$ cat src/core/dac_port_consts.svh
// timing and field constants for the dual dac parallel port host
`ifndef DAC_PORT_CONSTS_SVH
`define DAC_PORT_CONSTS_SVH
`define CLK_PERIOD_NS      10
`define CODE_MSB           11
`define CODE_WIDTH         12
`define ZERO_CODE          12'h000
// setup of address and r/w ahead of chip select low, ns
`define T_ADDR_SETUP_NS    10
// chip select low time, ns
`define T_CS_LOW_NS        10
// data access time on readback, ns (max)
`define T_ACCESS_NS        35
// chip select high time before next access, ns
`define T_CS_HIGH_NS       7
// bus relinquish time after read, ns (max)
`define T_RELINQ_NS        10
// load strobe pulse width, ns
`define T_LOAD_PULSE_NS    12
// chip select rising to load strobe falling, ns
`define T_CS_TO_LOAD_NS    10
// cycles, rounded up, never below one
`define CYC(ns) ((((ns) + `CLK_PERIOD_NS - 1) / `CLK_PERIOD_NS) < 1 ? 1 : \
	(((ns) + `CLK_PERIOD_NS - 1) / `CLK_PERIOD_NS))
`define CNT_W              4
`endif

$ cat src/core/dac_port_pkg.sv
// types for the dual dac parallel port host
`include "dac_port_consts.svh"
package dac_port_pkg;
	typedef logic [`CODE_MSB:0] code_t;

	// one host command
	typedef struct packed {
		logic  read;    // 1 readback, 0 write
		logic  chan_b;  // 0 channel a, 1 channel b
		logic  load;    // pulse the load strobe after a write
		code_t code;    // write data
	} cmd_t;

	// pins driven toward the device
	typedef struct packed {
		logic  cs_n;
		logic  rd_wr_n;
		logic  chan_sel;
		logic  load_n;
		logic  clear_n;
		logic  data_oe;
		code_t data_out;
	} pins_t;

	typedef enum logic [2:0] {
		ST_IDLE    = 3'b000,
		ST_SETUP   = 3'b001,
		ST_LOW     = 3'b010,
		ST_HIGH    = 3'b011,
		ST_GAP     = 3'b100,
		ST_LOAD    = 3'b101,
		ST_CLEAR   = 3'b110
	} state_t;
endpackage

$ cat src/core/dac_port_host.sv
// host controller driving the dual dac parallel load port
`timescale 1ns/1ns
`include "dac_port_consts.svh"
module dac_port_host #(
	parameter int AUTO_UPDATE = 0   // 1 holds load strobe low permanently
) (
	input  wire logic                  clk,          // 100 MHz clock
	input  wire logic                  reset,        // async reset, active high
	input  wire logic                  cmd_valid,    // command offered
	output logic                       cmd_ready,    // command taken this cycle
	input  wire dac_port_pkg::cmd_t    cmd,          // command contents
	input  wire logic                  clear_req,    // request a clear pulse
	output logic                       rd_valid,     // readback data valid pulse
	output dac_port_pkg::code_t        rd_data,      // readback code
	output logic                       cs_n,         // chip select, active low
	output logic                       rd_wr_n,      // high read, low write
	output logic                       chan_sel,     // low channel a, high b
	output logic                       output_load_strobe_n, // load strobe
	output logic                       clear_all_n,  // clear, active low
	output dac_port_pkg::code_t        parallel_data_bus_o,  // bus out
	output logic                       parallel_data_bus_oe, // bus enable
	input  wire dac_port_pkg::code_t   parallel_data_bus_i   // bus in
);
	localparam logic [`CNT_W-1:0] SETUP_C = `CNT_W'(`CYC(`T_ADDR_SETUP_NS));
	localparam logic [`CNT_W-1:0] WLOW_C  = `CNT_W'(`CYC(`T_CS_LOW_NS));
	localparam logic [`CNT_W-1:0] RLOW_C  = `CNT_W'(`CYC(`T_ACCESS_NS));
	localparam logic [`CNT_W-1:0] HIGH_C  = `CNT_W'(`CYC(`T_CS_HIGH_NS));
	localparam logic [`CNT_W-1:0] RELQ_C  = `CNT_W'(`CYC(`T_RELINQ_NS));
	localparam logic [`CNT_W-1:0] LDLY_C  = `CNT_W'(`CYC(`T_CS_TO_LOAD_NS));
	localparam logic [`CNT_W-1:0] LPUL_C  = `CNT_W'(`CYC(`T_LOAD_PULSE_NS));

	// ---------------------------------------------------------------
	// elaboration checks
	// ---------------------------------------------------------------
	// the strobe has two idle levels only, so refuse anything else
	if (AUTO_UPDATE != 0 && AUTO_UPDATE != 1) begin
		$error("AUTO_UPDATE must be 0 or 1");
	end
	// a phase count that overflows the shared down counter would cut that phase short
	if (`CYC(`T_ACCESS_NS) >= (1 << `CNT_W)) begin
		$error("access window does not fit the phase counter");
	end
	if (`CYC(`T_LOAD_PULSE_NS) >= (1 << `CNT_W)) begin
		$error("load pulse does not fit the phase counter");
	end
	if (`CYC(`T_CS_TO_LOAD_NS) >= (1 << `CNT_W)) begin
		$error("load delay does not fit the phase counter");
	end
	if (`CYC(`T_ADDR_SETUP_NS) >= (1 << `CNT_W)) begin
		$error("address setup does not fit the phase counter");
	end
	if (`CYC(`T_CS_LOW_NS) >= (1 << `CNT_W)) begin
		$error("select low time does not fit the phase counter");
	end
	if (`CYC(`T_CS_HIGH_NS) >= (1 << `CNT_W)) begin
		$error("select high time does not fit the phase counter");
	end
	if (`CYC(`T_RELINQ_NS) >= (1 << `CNT_W)) begin
		$error("bus release time does not fit the phase counter");
	end

	// ---------------------------------------------------------------
	// state
	// ---------------------------------------------------------------
	dac_port_pkg::state_t state_q, state_d;
	dac_port_pkg::cmd_t   cmd_q, cmd_d;
	dac_port_pkg::pins_t  pins_q, pins_d;
	logic [`CNT_W-1:0]    cnt_q, cnt_d;
	logic                 load_pend_q, load_pend_d;
	logic                 rd_valid_q, rd_valid_d;
	dac_port_pkg::code_t  rd_data_q, rd_data_d;

	wire logic cnt_done = (cnt_q == `CNT_W'(1));
	wire logic load_idle = (AUTO_UPDATE == 1) ? 1'b0 : 1'b1;
	// phase lengths follow the latched direction; a read holds select for the access time
	wire logic [`CNT_W-1:0] low_len  = cmd_q.read ? RLOW_C : WLOW_C;
	wire logic [`CNT_W-1:0] high_len = cmd_q.read ? RELQ_C : HIGH_C;
	// the down counter parks at zero in idle between accesses
	wire logic [`CNT_W-1:0] cnt_dec  = (cnt_q > `CNT_W'(0)) ? cnt_q - `CNT_W'(1) : cnt_q;
	// only strobed writes need the separate load pulse
	wire logic              want_load = !cmd.read && cmd.load && (AUTO_UPDATE == 0);
	assign cmd_ready = (state_q == dac_port_pkg::ST_IDLE) && !clear_req;

	// one access walks setup, select low, select high, then for a strobed write a gap
	// and the load pulse; each phase length is loaded into the down counter on entry
	// and the phase ends when the counter reaches one
	// next-state logic; clear requests beat new commands so a stuck host can recover
	always_comb begin
		state_d     = state_q;
		cmd_d       = cmd_q;
		pins_d      = pins_q;
		cnt_d       = cnt_dec;
		load_pend_d = load_pend_q;
		rd_valid_d  = 1'b0;
		rd_data_d   = rd_data_q;
		case (state_q)
			dac_port_pkg::ST_IDLE: begin
				if (clear_req) begin
					pins_d.clear_n = 1'b0;
					cnt_d          = LPUL_C;
					state_d        = dac_port_pkg::ST_CLEAR;
				end else if (cmd_valid) begin
					cmd_d            = cmd;
					pins_d.rd_wr_n   = cmd.read;
					pins_d.chan_sel  = cmd.chan_b;
					pins_d.data_out  = cmd.code;
					pins_d.data_oe   = !cmd.read;
					load_pend_d      = want_load;
					cnt_d            = SETUP_C;
					state_d          = dac_port_pkg::ST_SETUP;
				end
			end
			dac_port_pkg::ST_SETUP: begin
				if (cnt_done) begin
					pins_d.cs_n = 1'b0;
					cnt_d       = low_len;
					state_d     = dac_port_pkg::ST_LOW;
				end
			end
			dac_port_pkg::ST_LOW: begin
				if (cnt_done) begin
					// cs rise latches write data in the device
					pins_d.cs_n = 1'b1;
					if (cmd_q.read) begin
						rd_data_d  = parallel_data_bus_i;
						rd_valid_d = 1'b1;
					end
					cnt_d   = high_len;
					state_d = dac_port_pkg::ST_HIGH;
				end
			end
			dac_port_pkg::ST_HIGH: begin
				if (cnt_done) begin
					pins_d.data_oe = 1'b0;
					if (load_pend_q) begin
						cnt_d   = LDLY_C;
						state_d = dac_port_pkg::ST_GAP;
					end else begin
						state_d = dac_port_pkg::ST_IDLE;
					end
				end
			end
			dac_port_pkg::ST_GAP: begin
				if (cnt_done) begin
					// strobe falling moves the latch to the output
					pins_d.load_n = 1'b0;
					cnt_d         = LPUL_C;
					state_d       = dac_port_pkg::ST_LOAD;
				end
			end
			dac_port_pkg::ST_LOAD: begin
				if (cnt_done) begin
					pins_d.load_n = load_idle;
					load_pend_d   = 1'b0;
					state_d       = dac_port_pkg::ST_IDLE;
				end
			end
			dac_port_pkg::ST_CLEAR: begin
				if (cnt_done) begin
					pins_d.clear_n = 1'b1;
					state_d        = dac_port_pkg::ST_IDLE;
				end
			end
			default: begin
				state_d = dac_port_pkg::ST_IDLE;
			end
		endcase
	end

	// ---------------------------------------------------------------
	// registers
	// ---------------------------------------------------------------
	// reset leaves the bus released and the strobe idle; codes are plain unsigned
	always_ff @(posedge clk or posedge reset) begin
		if (reset) begin
			state_q     <= dac_port_pkg::ST_IDLE;
			cmd_q       <= '0;
			pins_q      <= '{cs_n: 1'b1, rd_wr_n: 1'b1, chan_sel: 1'b0,
				load_n: (AUTO_UPDATE == 1) ? 1'b0 : 1'b1, clear_n: 1'b1,
				data_oe: 1'b0, data_out: `ZERO_CODE};
			cnt_q       <= '0;
			load_pend_q <= 1'b0;
			rd_valid_q  <= 1'b0;
			rd_data_q   <= `ZERO_CODE;
		end else begin
			state_q     <= state_d;
			cmd_q       <= cmd_d;
			pins_q      <= pins_d;
			cnt_q       <= cnt_d;
			load_pend_q <= load_pend_d;
			rd_valid_q  <= rd_valid_d;
			rd_data_q   <= rd_data_d;
		end
	end

	// ---------------------------------------------------------------
	// outputs
	// ---------------------------------------------------------------
	assign cs_n                 = pins_q.cs_n;
	assign rd_wr_n              = pins_q.rd_wr_n;
	assign chan_sel             = pins_q.chan_sel;
	assign output_load_strobe_n = pins_q.load_n;
	assign clear_all_n          = pins_q.clear_n;
	assign parallel_data_bus_o  = pins_q.data_out;
	assign parallel_data_bus_oe = pins_q.data_oe;
	assign rd_valid             = rd_valid_q;
	assign rd_data              = rd_data_q;
endmodule

$ cat config.mk
export PLATFORM = sky130hd
export DESIGN_NAME = dac_port_host
export DESIGN_NICKNAME = d
export VERILOG_FILES = /design/src/core/dac_port_pkg.sv /design/src/core/dac_port_host.sv
export VERILOG_INCLUDE_DIRS = /design/src /design/src/core
export SDC_FILE = /design/constraint.sdc
export NUM_CORES = 1
export LEC_CHECK = 0
export BUFFER_PORTS_ARGS = -buffer_cell sky130_fd_sc_hd__buf_2
export CORE_MARGIN = 1
export CORE_UTILIZATION = 54
export DETAILED_ROUTE_END_ITERATION = 6
export PLACE_DENSITY_LB_ADDON = 0.05
export SLEW_MARGIN = 15
export SYNTH_ARGS = -nofsm -noshare
export SYNTH_HDL_FRONTEND = slang
export SYNTH_SLANG_ARGS = --single-unit
$ cat constraint.sdc
create_clock -name clk -period 3.3 [get_ports clk]
set_input_delay 0.165 -clock clk [delete_from_list [all_inputs] [get_ports clk]]
set_output_delay 0.165 -clock clk [all_outputs]
set_load 0.02 [all_outputs]
Word level (Yosys, flattened, before mapping)
Index checks and enable logic that the tools add are counted.
{ "word_totals": {"reg_bits": 40, "output_inout_bits": 32, "wordCells": 87} }
{ "classes": {"n_addsub": 1, "order_cmp": 1, "eq_ne": 18, "mux": 34, "bitwise": 1, "n_reduce_logical": 19} }
{ "ops": {"columns": ["op", "n"], "rows": [
  ["4-bit two-way mux", 8],
  ["3-bit two-way mux", 9],
  ["13-bit two-way mux", 2],
  ["4-bit one-hot mux with 5 select lines", 1],
  ["2-bit != test, second input constant", 9],
  ["3-bit one-hot mux with 6 select lines", 1],
  ["3-bit AND reduction", 5],
  ["1-bit one-hot mux with 2 select lines", 5],
  ["2-bit nonzero test", 5],
  ["3-bit equality test, second input constant", 3],
  ["1-bit two-way mux", 8],
  ["4-bit AND reduction", 2],
  ["3-bit by 2-bit equality test with 1-bit output, second input constant", 2],
  ["6-bit AND reduction", 1],
  ["4-bit by 1-bit equality test with 1-bit output, second input constant", 1],
  ["4-bit by 1-bit > comparator with 1-bit output, second input constant", 1],
  ["4-bit by 1-bit subtractor with 4-bit output, second input constant", 1],
  ["3-bit by 1-bit equality test with 1-bit output, second input constant", 1],
  ["3-bit zero test", 1],
  ["3-bit != test, second input constant", 1],
  ["1-bit logical AND", 2],
  ["1-bit zero test", 2],
  ["2-bit by 1-bit != test with 1-bit output, second input constant", 1],
  ["2-bit OR reduction", 1],
  ["1-bit NOT", 1]
]} }

Depth between registers and ports, before layout
Gate-level depths: netlist (run 1).
{ "depth": {"ltp_word": 5, "mapped_depth": 9, "ltp_nobuf": 7} }

Worst setup path after synthesis (run 1)
OpenSTA, ideal clock, no wires.
{ "synth_path": {"path_kind": "register to register", "startpoint": "register cnt_q[0]", "endpoint": "register cnt_q[0]", "setup_time_ps": 65, "arrival_time_ps": 2057, "t_required_ps": 3235, "slack_ps": 1178, "stages_incl_launch_ff": 10, "period_less_slack_ps": 2122, "path_cell_list": "dfrtp_1 > clkbuf_1 > inv_1 > ha_1 > or3b_1 > clkbuf_1 > xnor2_1 > or4_1 > o2111ai_1 > a21o_1"} }
{ "synth_via": {"elab_chain_len": 5, "word_cells_on_any_way": 12, "classes_between": "1 x add/sub; 1 x order compare; 1 x eq/ne; 9 x mux"} }
{ "synth_rtl": {"columns": ["element", "line_no", "source"], "rows": [
  ["from (decl)", "dac_port_host.sv:68", "logic [`CNT_W-1:0] cnt_q, cnt_d;"],
  ["from (signal assigned)", "dac_port_host.sv:189", "cnt_q <= cnt_d;"],
  ["4-bit by 1-bit subtractor with 4-bit output or 4-bit by 1-bit > comparator with 1-bit output (tied branches)", "dac_port_host.sv:79", "wire logic [`CNT_W-1:0] cnt_dec = (cnt_q > `CNT_W'(0)) ? cnt_q - `CNT_W'(1) : cnt_q;"],
  ["4-bit two-way mux", "dac_port_host.sv:79", null],
  ["4-bit two-way mux (on tied branches)", "dac_port_host.sv:135, dac_port_host.sv:102", null],
  ["4-bit two-way mux (on tied branches)", "dac_port_host.sv:133, dac_port_host.sv:98", null],
  ["4-bit one-hot mux with 5 select lines (*)", "dac_port_host.sv:96", "case (state_q)"],
  ["named net cnt_d[0]", "dac_port_host.sv:68", null]
]} }
The timed path passes the listed nets; every way through them passes the cells marked *.
A chain may end at the register's enable or synchronous reset.

Final worst setup path (run 1)
{ "layout_path": {"startpoint": "register cnt_q[0]", "endpoint": "register rd_data_q[7], in the netlist rd_data[7]"} }
{ "layout_via": {"elab_chain_len": 2} }
{ "layout_rtl": {"columns": ["element", "line_no", "source"], "rows": [
  ["4-bit by 1-bit equality test with 1-bit output", "dac_port_host.sv:73", "wire logic cnt_done = (cnt_q == `CNT_W'(1));"],
  ["3-bit AND reduction (no source line)", null, null],
  ["to (signal assigned)", "dac_port_host.sv:184", "rd_data_q <= `ZERO_CODE;"],
  ["to (signal assigned)", "dac_port_host.sv:192", "rd_data_q <= rd_data_d;"],
  ["to (decl)", "dac_port_host.sv:71", "dac_port_pkg::code_t rd_data_q, rd_data_d;"]
]} }
Every way passes these cells.

==> reports/metrics.csv, run 1 <==
stage;metric;value;unit
global_routing;grt_pass1_vias;1473;
clock_network;cts-htree-levels;2;
critical_path;reg2reg_to;rd_data[7];
critical_path;r2r_cells;6;
critical_path;critPathLaunchType;flip-flop;
status;status;completed;
logic_synthesis;yosysWarningCount;0;
clock_network;cts_tree;yes;
global_routing;grt_pass1_wl;6.858;mm
timing;holdWs;0.01546;ns
logic_synthesis;syn_area_per_cell;11.16;um2
clock_network;clk_latency;0.34;ns
pwr;leakage;1.189;nW
global_routing;groute.usage.overall;0.2247;
logic_synthesis;synth_cell_type_count;40;
timing;fin_setup_tns;0;ns
clock_network;cts.sinks;40;
global_routing;grt_max_degree;41;
logic_synthesis;synth_edf_count;0;
logic_synthesis;synth-seq-area-share;0.5092;
clock_network;clockBufferDepth;2;
floorplanning;die_height;62.49;um
floorplanning;core_area;3416;um2
flow_run;max_cap_viol_count;0;
clock_network;post_cts_buffers;0;
detailed_routing;dr.pass1.iters;4;
detailed_routing;ant_nets;0;
place;hpwlAfterDp;2.908;mm
clock_network;cts_resized;0;
clock_network;clkTransAtPathRegs;0.12;ns
critical_path;crit_path_start;cnt_q[0];
floorplanning;rows;21;
pwr;powerDensity;1040;nW/um2
timing;slew_violations;0;
detailed_routing;route.detailed.drc;0;
critical_path;r2r-start;cnt_q[0];
hold_path;min_path_type;in2reg;
critical_path;cp.required;3.54;ns
hold_path;min_path_cells;2;
detailed_routing;wl_per_cell;14.22;um
timing;post-route-min-period;2.536;ns
cells_and_area;antenna_cells;0;
timing;setup_viol;0;
cells_and_area;syn2layout_area_growth;20.27;%
floorplanning;die_w;62.49;um
critical_path;cp.arrival;2.77;ns
place;gpl.final_weighted_congestion;0.8285;
timing;fin_crit_sh;0.7684;
floorplanning;io_pins;63;
floorplanning;initial_core_util;0.5784;
critical_path;reg2reg_slack;0.76;ns
logic_synthesis;synthXorXnorAreaFrac;0.004433;
critical_path;crit_path_max_fanout;13;
timing;max_slew_margin;0.5405;
logic_synthesis;async_flop_share;1.000;
logic_synthesis;synthCells;177;
logic_synthesis;synthesis.area;1976;um2
timing;fin_skew;0.003892;ns
detailed_routing;drtIter0Drc;83;
logic_synthesis;synth_compound_area_frac;0.1235;
timing;rsz0062_at_grt;false;
logic_synthesis;synth_top_family_by_area;multiplexers;
pwr;ir_drop;0.0006062;V
critical_path;worst_setup_path_end_kind;flip-flop;
cells_and_area;drive_gt1_frac;0.4473;
hold_path;min_to;load_pend_q;
timing;worstMarginPinSlew;0.6892;ns
floorplanning;die_area;3904;um2
place;io_buffers;62;
global_routing;antenna_found_initial;0;
clock_network;cts_root_buf;clkbuf_4;
hold_path;min_from;cmd[14];
logic_synthesis;synthFlopType;dfrtp_1;
timing;max_freq;394.4;MHz
timing;hold_violations;0;
detailed_routing;viasPerCell;5.364;
clock_network;cts_buffers;5;
detailed_routing;totalWireLength;4.024;mm
logic_synthesis;yosys.area_share.simple;0.1235;
logic_synthesis;synthMuxAreaShare;0.1805;
global_routing;grt-ovfl-total;0;
critical_path;worstSetupPathType;reg2reg;
cells_and_area;num-fill-cells;270;
detailed_routing;vias;1518;
cells_and_area;final_nets;269;
logic_synthesis;synth-adder-area-share;0.01267;
logic_synthesis;postSynthNetCount;210;
logic_synthesis;synth-seq-cells;40;
## worst max-delay path: stages (launching register included)
cell and delay, ns:
dfrtp_1 0.51, ha_1 0.29, nor3b_2 0.19, buf_4 0.20, nand3b_1 0.13, or3b_1 0.71, mux2_4 0.40
## layout by cell type (no fill, tap or decap), types with 2 or more instances in the layout
master / instances
nor3_1: 3
mux2i_1: 3
nand2b_1: 2
a21o_1: 2
nand2_1: 9
dfrtp_1: 36
mux2_2: 17
a211o_1: 2
or3b_1: 2
dfstp_2: 4
buf_2: 62
a22oi_1: 2
inv_1: 6
clkbuf_4: 5
buf_4: 2
ha_1: 2
or2_2: 2
a31oi_1: 3
mux2_4: 9
nor2b_1: 4
nor2_1: 15
o21ai_0: 15
nand3_1: 3
a21oi_1: 8
## synthesized netlist by cell type (2+ instances only)
master	count	area [um2]
a211o_1	2	17.52
a21o_1	2	15.01
a21oi_1	8	40.04
a22oi_1	2	15.01
a31oi_1	3	18.77
buf_2	4	20.02
buf_6	2	22.52
clkbuf_1	6	22.52
dfrtp_1	36	900.9
dfstp_2	4	105.1
ha_1	2	25.02
inv_1	6	22.52
mux2_2	17	191.4
mux2_4	9	135.1
mux2i_1	3	30.03
nand2_1	9	33.78
nand2b_1	2	12.51
nand3_1	3	15.01
nor2_1	15	56.30
nor2b_1	4	25.02
nor3_1	3	15.01
o21ai_0	15	75.07
or2_2	2	12.51
or3b_1	2	17.52
## state kept, by name, indices dropped and copies added, names as in the netlist, 3 cells and up
name	flops
rd_data	12
parallel_data_bus_o	12
cnt_q	4
state_q	3
## power by group
group	total, mW	switching, mW	internal [mW]
Clock	0.318	0.159	0.159
Combinational	1.17	0.633	0.539
Sequential	0.982	0.244	0.737
Total	2.47	1.04	1.44
## area by class of cell
type / count / area (um2) / area share
Timing Repair Buffer: 65 / 335.3 / 0.1411
Tap cell: 46 / 57.56 / 0.02422
Inverter: 6 / 22.52 / 0.009479
Sequential cell: 40 / 1006 / 0.4234
Clock inverter: 2 / 35.03 / 0.01474
Multi-Input combinational cell: 118 / 878.3 / 0.3697
Clock buffer: 6 / 41.29 / 0.01738
## cell families after synthesis
| family | count (synthesis) |
|---|---|
| compound gates | 40 |
| flops | 40 |
| fa+ha+maj | 2 |
| mux | 29 |
| simple gates | 46 |
| buf+inv | 19 |
| xor+xnor | 1 |
## worst max path at each step
stage                            end  cells past startpoint  slack [ns]
after floorplan             cnt_q[0]                      9        1.18
after global placement    rd_data[5]                      6        0.93
after detailed placement  rd_data[2]                      6        0.81
after CTS                 rd_data[7]                      6        0.78
after global routing      rd_data[7]                      6        0.63
final                     rd_data[7]                      6        0.76
## what timing repair did
item                                    in CTS  in global routing
endpoints found under the setup margin       0                  0
hold buffers                                 1                  0
hold endpoints to repair                    36                  0
## layer usage
metal	GRT usage	share of wire	vias up	routed length, um
met1	0.2868	0.44	731	1766
met5	0	0	-	0
met4	0.07558	0.0089	0	36
met3	0.04927	0.037	5	148
li1	-	-	738	-
met2	0.3777	0.52	44	2073
## per-stage QoR
stage                 util  setup slack, ns  std cells  area (um2)  total power [mW]
finish              0.6956           0.7644        283        2376             2.472
CTS                 0.6956           0.7766        283        2376             2.484
global placement    0.6703           0.9255        274        2290             2.107
detailed placement  0.6703           0.8082        274        2290             2.167
floorplan                -            1.178        177        1976             1.828
global route        0.6956           0.6274        283        2376             2.647
Note: power is estimated with default switching activity, not from simulation.
==> inputs of run 2 (changes only) <==
Settings changed: CORE_UTILIZATION 54 to 45.
Clock period 3.3 ns to 2.07 ns, I/O delays scaled along.
==> reports/metrics.csv, run 2 (synthesized netlist as in run 1, its figures left out) <==
stage;metric;value;unit;change
status;status;completed;;unchanged
cells_and_area;syn2layout_area_growth;26.54;%;was 20.27%
critical_path;worstSetupPathType;reg2reg;;unchanged
clock_network;cts_buffers;5;;unchanged
global_routing;grt_max_degree;34;;was 41
floorplanning;core_area;4115;um2;was 3416 um2
cells_and_area;antenna_cells;0;;unchanged
floorplanning;initial_core_util;0.4801;;was 0.5784
timing;slew_violations;0;;unchanged
global_routing;grt_pass1_wl;6.637;mm;was 6.858 mm
detailed_routing;route.detailed.drc;0;;unchanged
cells_and_area;drive_gt1_frac;0.4858;;was 0.4473
clock_network;cts_tree;yes;;unchanged
global_routing;grt-ovfl-total;0;;unchanged
detailed_routing;ant_nets;0;;unchanged
pwr;leakage;1.242;nW;was 1.189 nW
critical_path;path_cells;inv_2 -> ha_2 -> nor3b_4 -> nand3b_1 -> or3b_4 -> buf_12 -> mux2_4;;was ha_1 -> nor3b_2 -> buf_4 -> nand3b_1 -> or3b_1 -> mux2_4
timing;setup_viol;0;;unchanged
critical_path;crit_buf_inv;2;;was 1
global_routing;groute.usage.overall;0.1984;;was 0.2247
clock_network;cts-htree-levels;2;;unchanged
detailed_routing;drtIter0Drc;120;;was 83
clock_network;clkTransAtPathRegs;0.07;ns;was 0.12 ns
critical_path;critPathLaunchType;flip-flop;;unchanged
pwr;ir_drop;0.0008364;V;was 0.0006062 V
cells_and_area;final_nets;279;;was 269
timing;setup_slack;0.07248;ns;was 0.7644 ns
floorplanning;die_w;68.26;um;was 62.49 um
global_routing;met2_usage;0.3260;;was 0.3777
clock_network;cts.sinks;40;;unchanged
critical_path;cp_top_family;simple AND/OR/NAND/NOR gates;;unchanged
critical_path;cp.arrival;2.17;ns;was 2.77 ns
timing;max_freq;500.6;MHz;was 394.4 MHz
detailed_routing;totalWireLength;4.276;mm;was 4.024 mm
detailed_routing;wl_per_cell;14.40;um;was 14.22 um
critical_path;cpMaxStageDelayCell;or3b_4;;was or3b_1
timing;worstMarginPinSlew;0.3995;ns;was 0.6892 ns
detailed_routing;dr.pass1.iters;4;;unchanged
clock_network;cts_root_buf;clkbuf_8;;was clkbuf_4
clock_network;clk_latency;0.28;ns;was 0.34 ns
global_routing;grt_pass1_vias;1456;;was 1473
timing;max_slew_margin;0.7268;;was 0.5405
timing;hold_violations;0;;unchanged
critical_path;cp.required;2.24;ns;was 3.54 ns
floorplanning;rows;23;;was 21
place;gpl.final_weighted_congestion;0.8465;;was 0.8285
timing;post-route-min-period;1.998;ns;was 2.536 ns
cells_and_area;layout_commonest_cell;buf_2;;unchanged
floorplanning;io_pins;63;;unchanged
critical_path;worst_setup_path_end_kind;flip-flop;;unchanged
critical_path;crit_path_max_fanout;13;;unchanged
global_routing;grtUsageMet1;0.2551;;was 0.2868
pwr;powerDensity;1650;nW/um2;was 1040 nW/um2
pwr;p_total;4.125;mW;was 2.472 mW
hold_path;min_from;cmd[14];;unchanged
critical_path;crit_path_start;cnt_q[1];;was cnt_q[0]
detailed_routing;vias;1558;;was 1518
floorplanning;die_area;4659;um2;was 3904 um2
place;io_buffers;62;;unchanged
detailed_routing;viasPerCell;5.246;;was 5.364
place;place_ws;-0.03272;ns;was 0.8082 ns
critical_path;r2r-start;cnt_q[1];;was cnt_q[0]
floorplanning;die_height;68.26;um;was 62.49 um
timing;fin_skew;0.005693;ns;was 0.003892 ns
flow_run;max_cap_viol_count;0;;unchanged
timing;fin_crit_sh;0.9650;;was 0.7684
place;hpwlAfterDp;3.083;mm;was 2.908 mm
global_routing;antenna_found_initial;0;;unchanged
clock_network;clockBufferDepth;2;;unchanged
global_routing;top_usage_layer;met2;;unchanged
critical_path;critPathMaxStageDelay;0.42;ns;was 0.71 ns
cells_and_area;fin_area;2500;um2;was 2376 um2
global_routing;gr-usage-met3;0.04500;;was 0.04927
place;placed_area;2350;um2;was 2290 um2
cells_and_area;final_cell_mix;buf_2, dfrtp_1, mux2_2;;unchanged
hold_path;min_path_type;in2reg;;unchanged
run 2: cell types whose count changed in the layout (fill, tap and decap cells not counted), moves of 2 or more:
cell	before	now
clkbuf_4	5	0
clkbuf_8	0	5
or3b_1	2	0
ha_1	2	0
buf_4	2	11
or3b_4	0	2
run 2: metrics by stage:
stage / utilization / TNS, ns / cells / hold slack (ns)
after floorplan: - / -0.001263 / 177 / 0.2001
after global placement: 0.5710 / 0 / 285 / 0.04550
after detailed placement: 0.5710 / -0.03272 / 285 / 0.05311
after CTS: 0.5956 / 0 / 295 / 0.01983
after global routing: 0.6075 / -0.006811 / 297 / 0.02904
final: 0.6075 / 0 / 297 / 0.03816
run 2: worst reg2reg max path: stages (launching register included):
cell	delay (ns)
dfrtp_1	0.41
inv_2	0.09
ha_2	0.18
nor3b_4	0.18
nand3b_1	0.15
or3b_4	0.42
buf_12	0.16
mux2_4	0.30
run 2: what timing repair did:
item	CTS	global route
setup buffers	1	2
gates resized for setup	1	8
gates cloned	0	0
endpoints found under the hold margin	7	0
endpoints found under the setup margin	1	13
pin swaps	0	1
hold buffers	1	0
run 2: final cells by class:
class | instances | area (um2)
clock inverters | 1 | 5.005
inverters | 6 | 22.52
flip-flops and latches | 40 | 1006
multi-input cells | 118 | 904.6
repair buffers | 75 | 422.9
well taps | 50 | 62.56
clock buffers | 7 | 76.32
fillers | 361 | 1615
run 2: per-layer routing:
layer  wire length (um)  share of wire
met5                  0              0
met4                 50          0.012
met3                187          0.044
met2               2163           0.51
met1               1874           0.44
run 2: worst paths after layout:
check,endpoint,slack (ns),cells after the start
max,rd_data[4],0.07,7
min,load_pend_q,0.04,2
max reg2reg,rd_data[4],0.07,7
min reg2reg,rd_wr_n,0.46,2
max in group asynchronous,output_load_strobe_n,1.04,4
min in group asynchronous,rd_data[11],0.30,3
run 2: power by group:
part	total (mW)	internal, mW	switching (mW)
clock	0.475	0.236	0.239
sequential	1.42	1.18	0.237
combinational	2.23	1.00	1.23
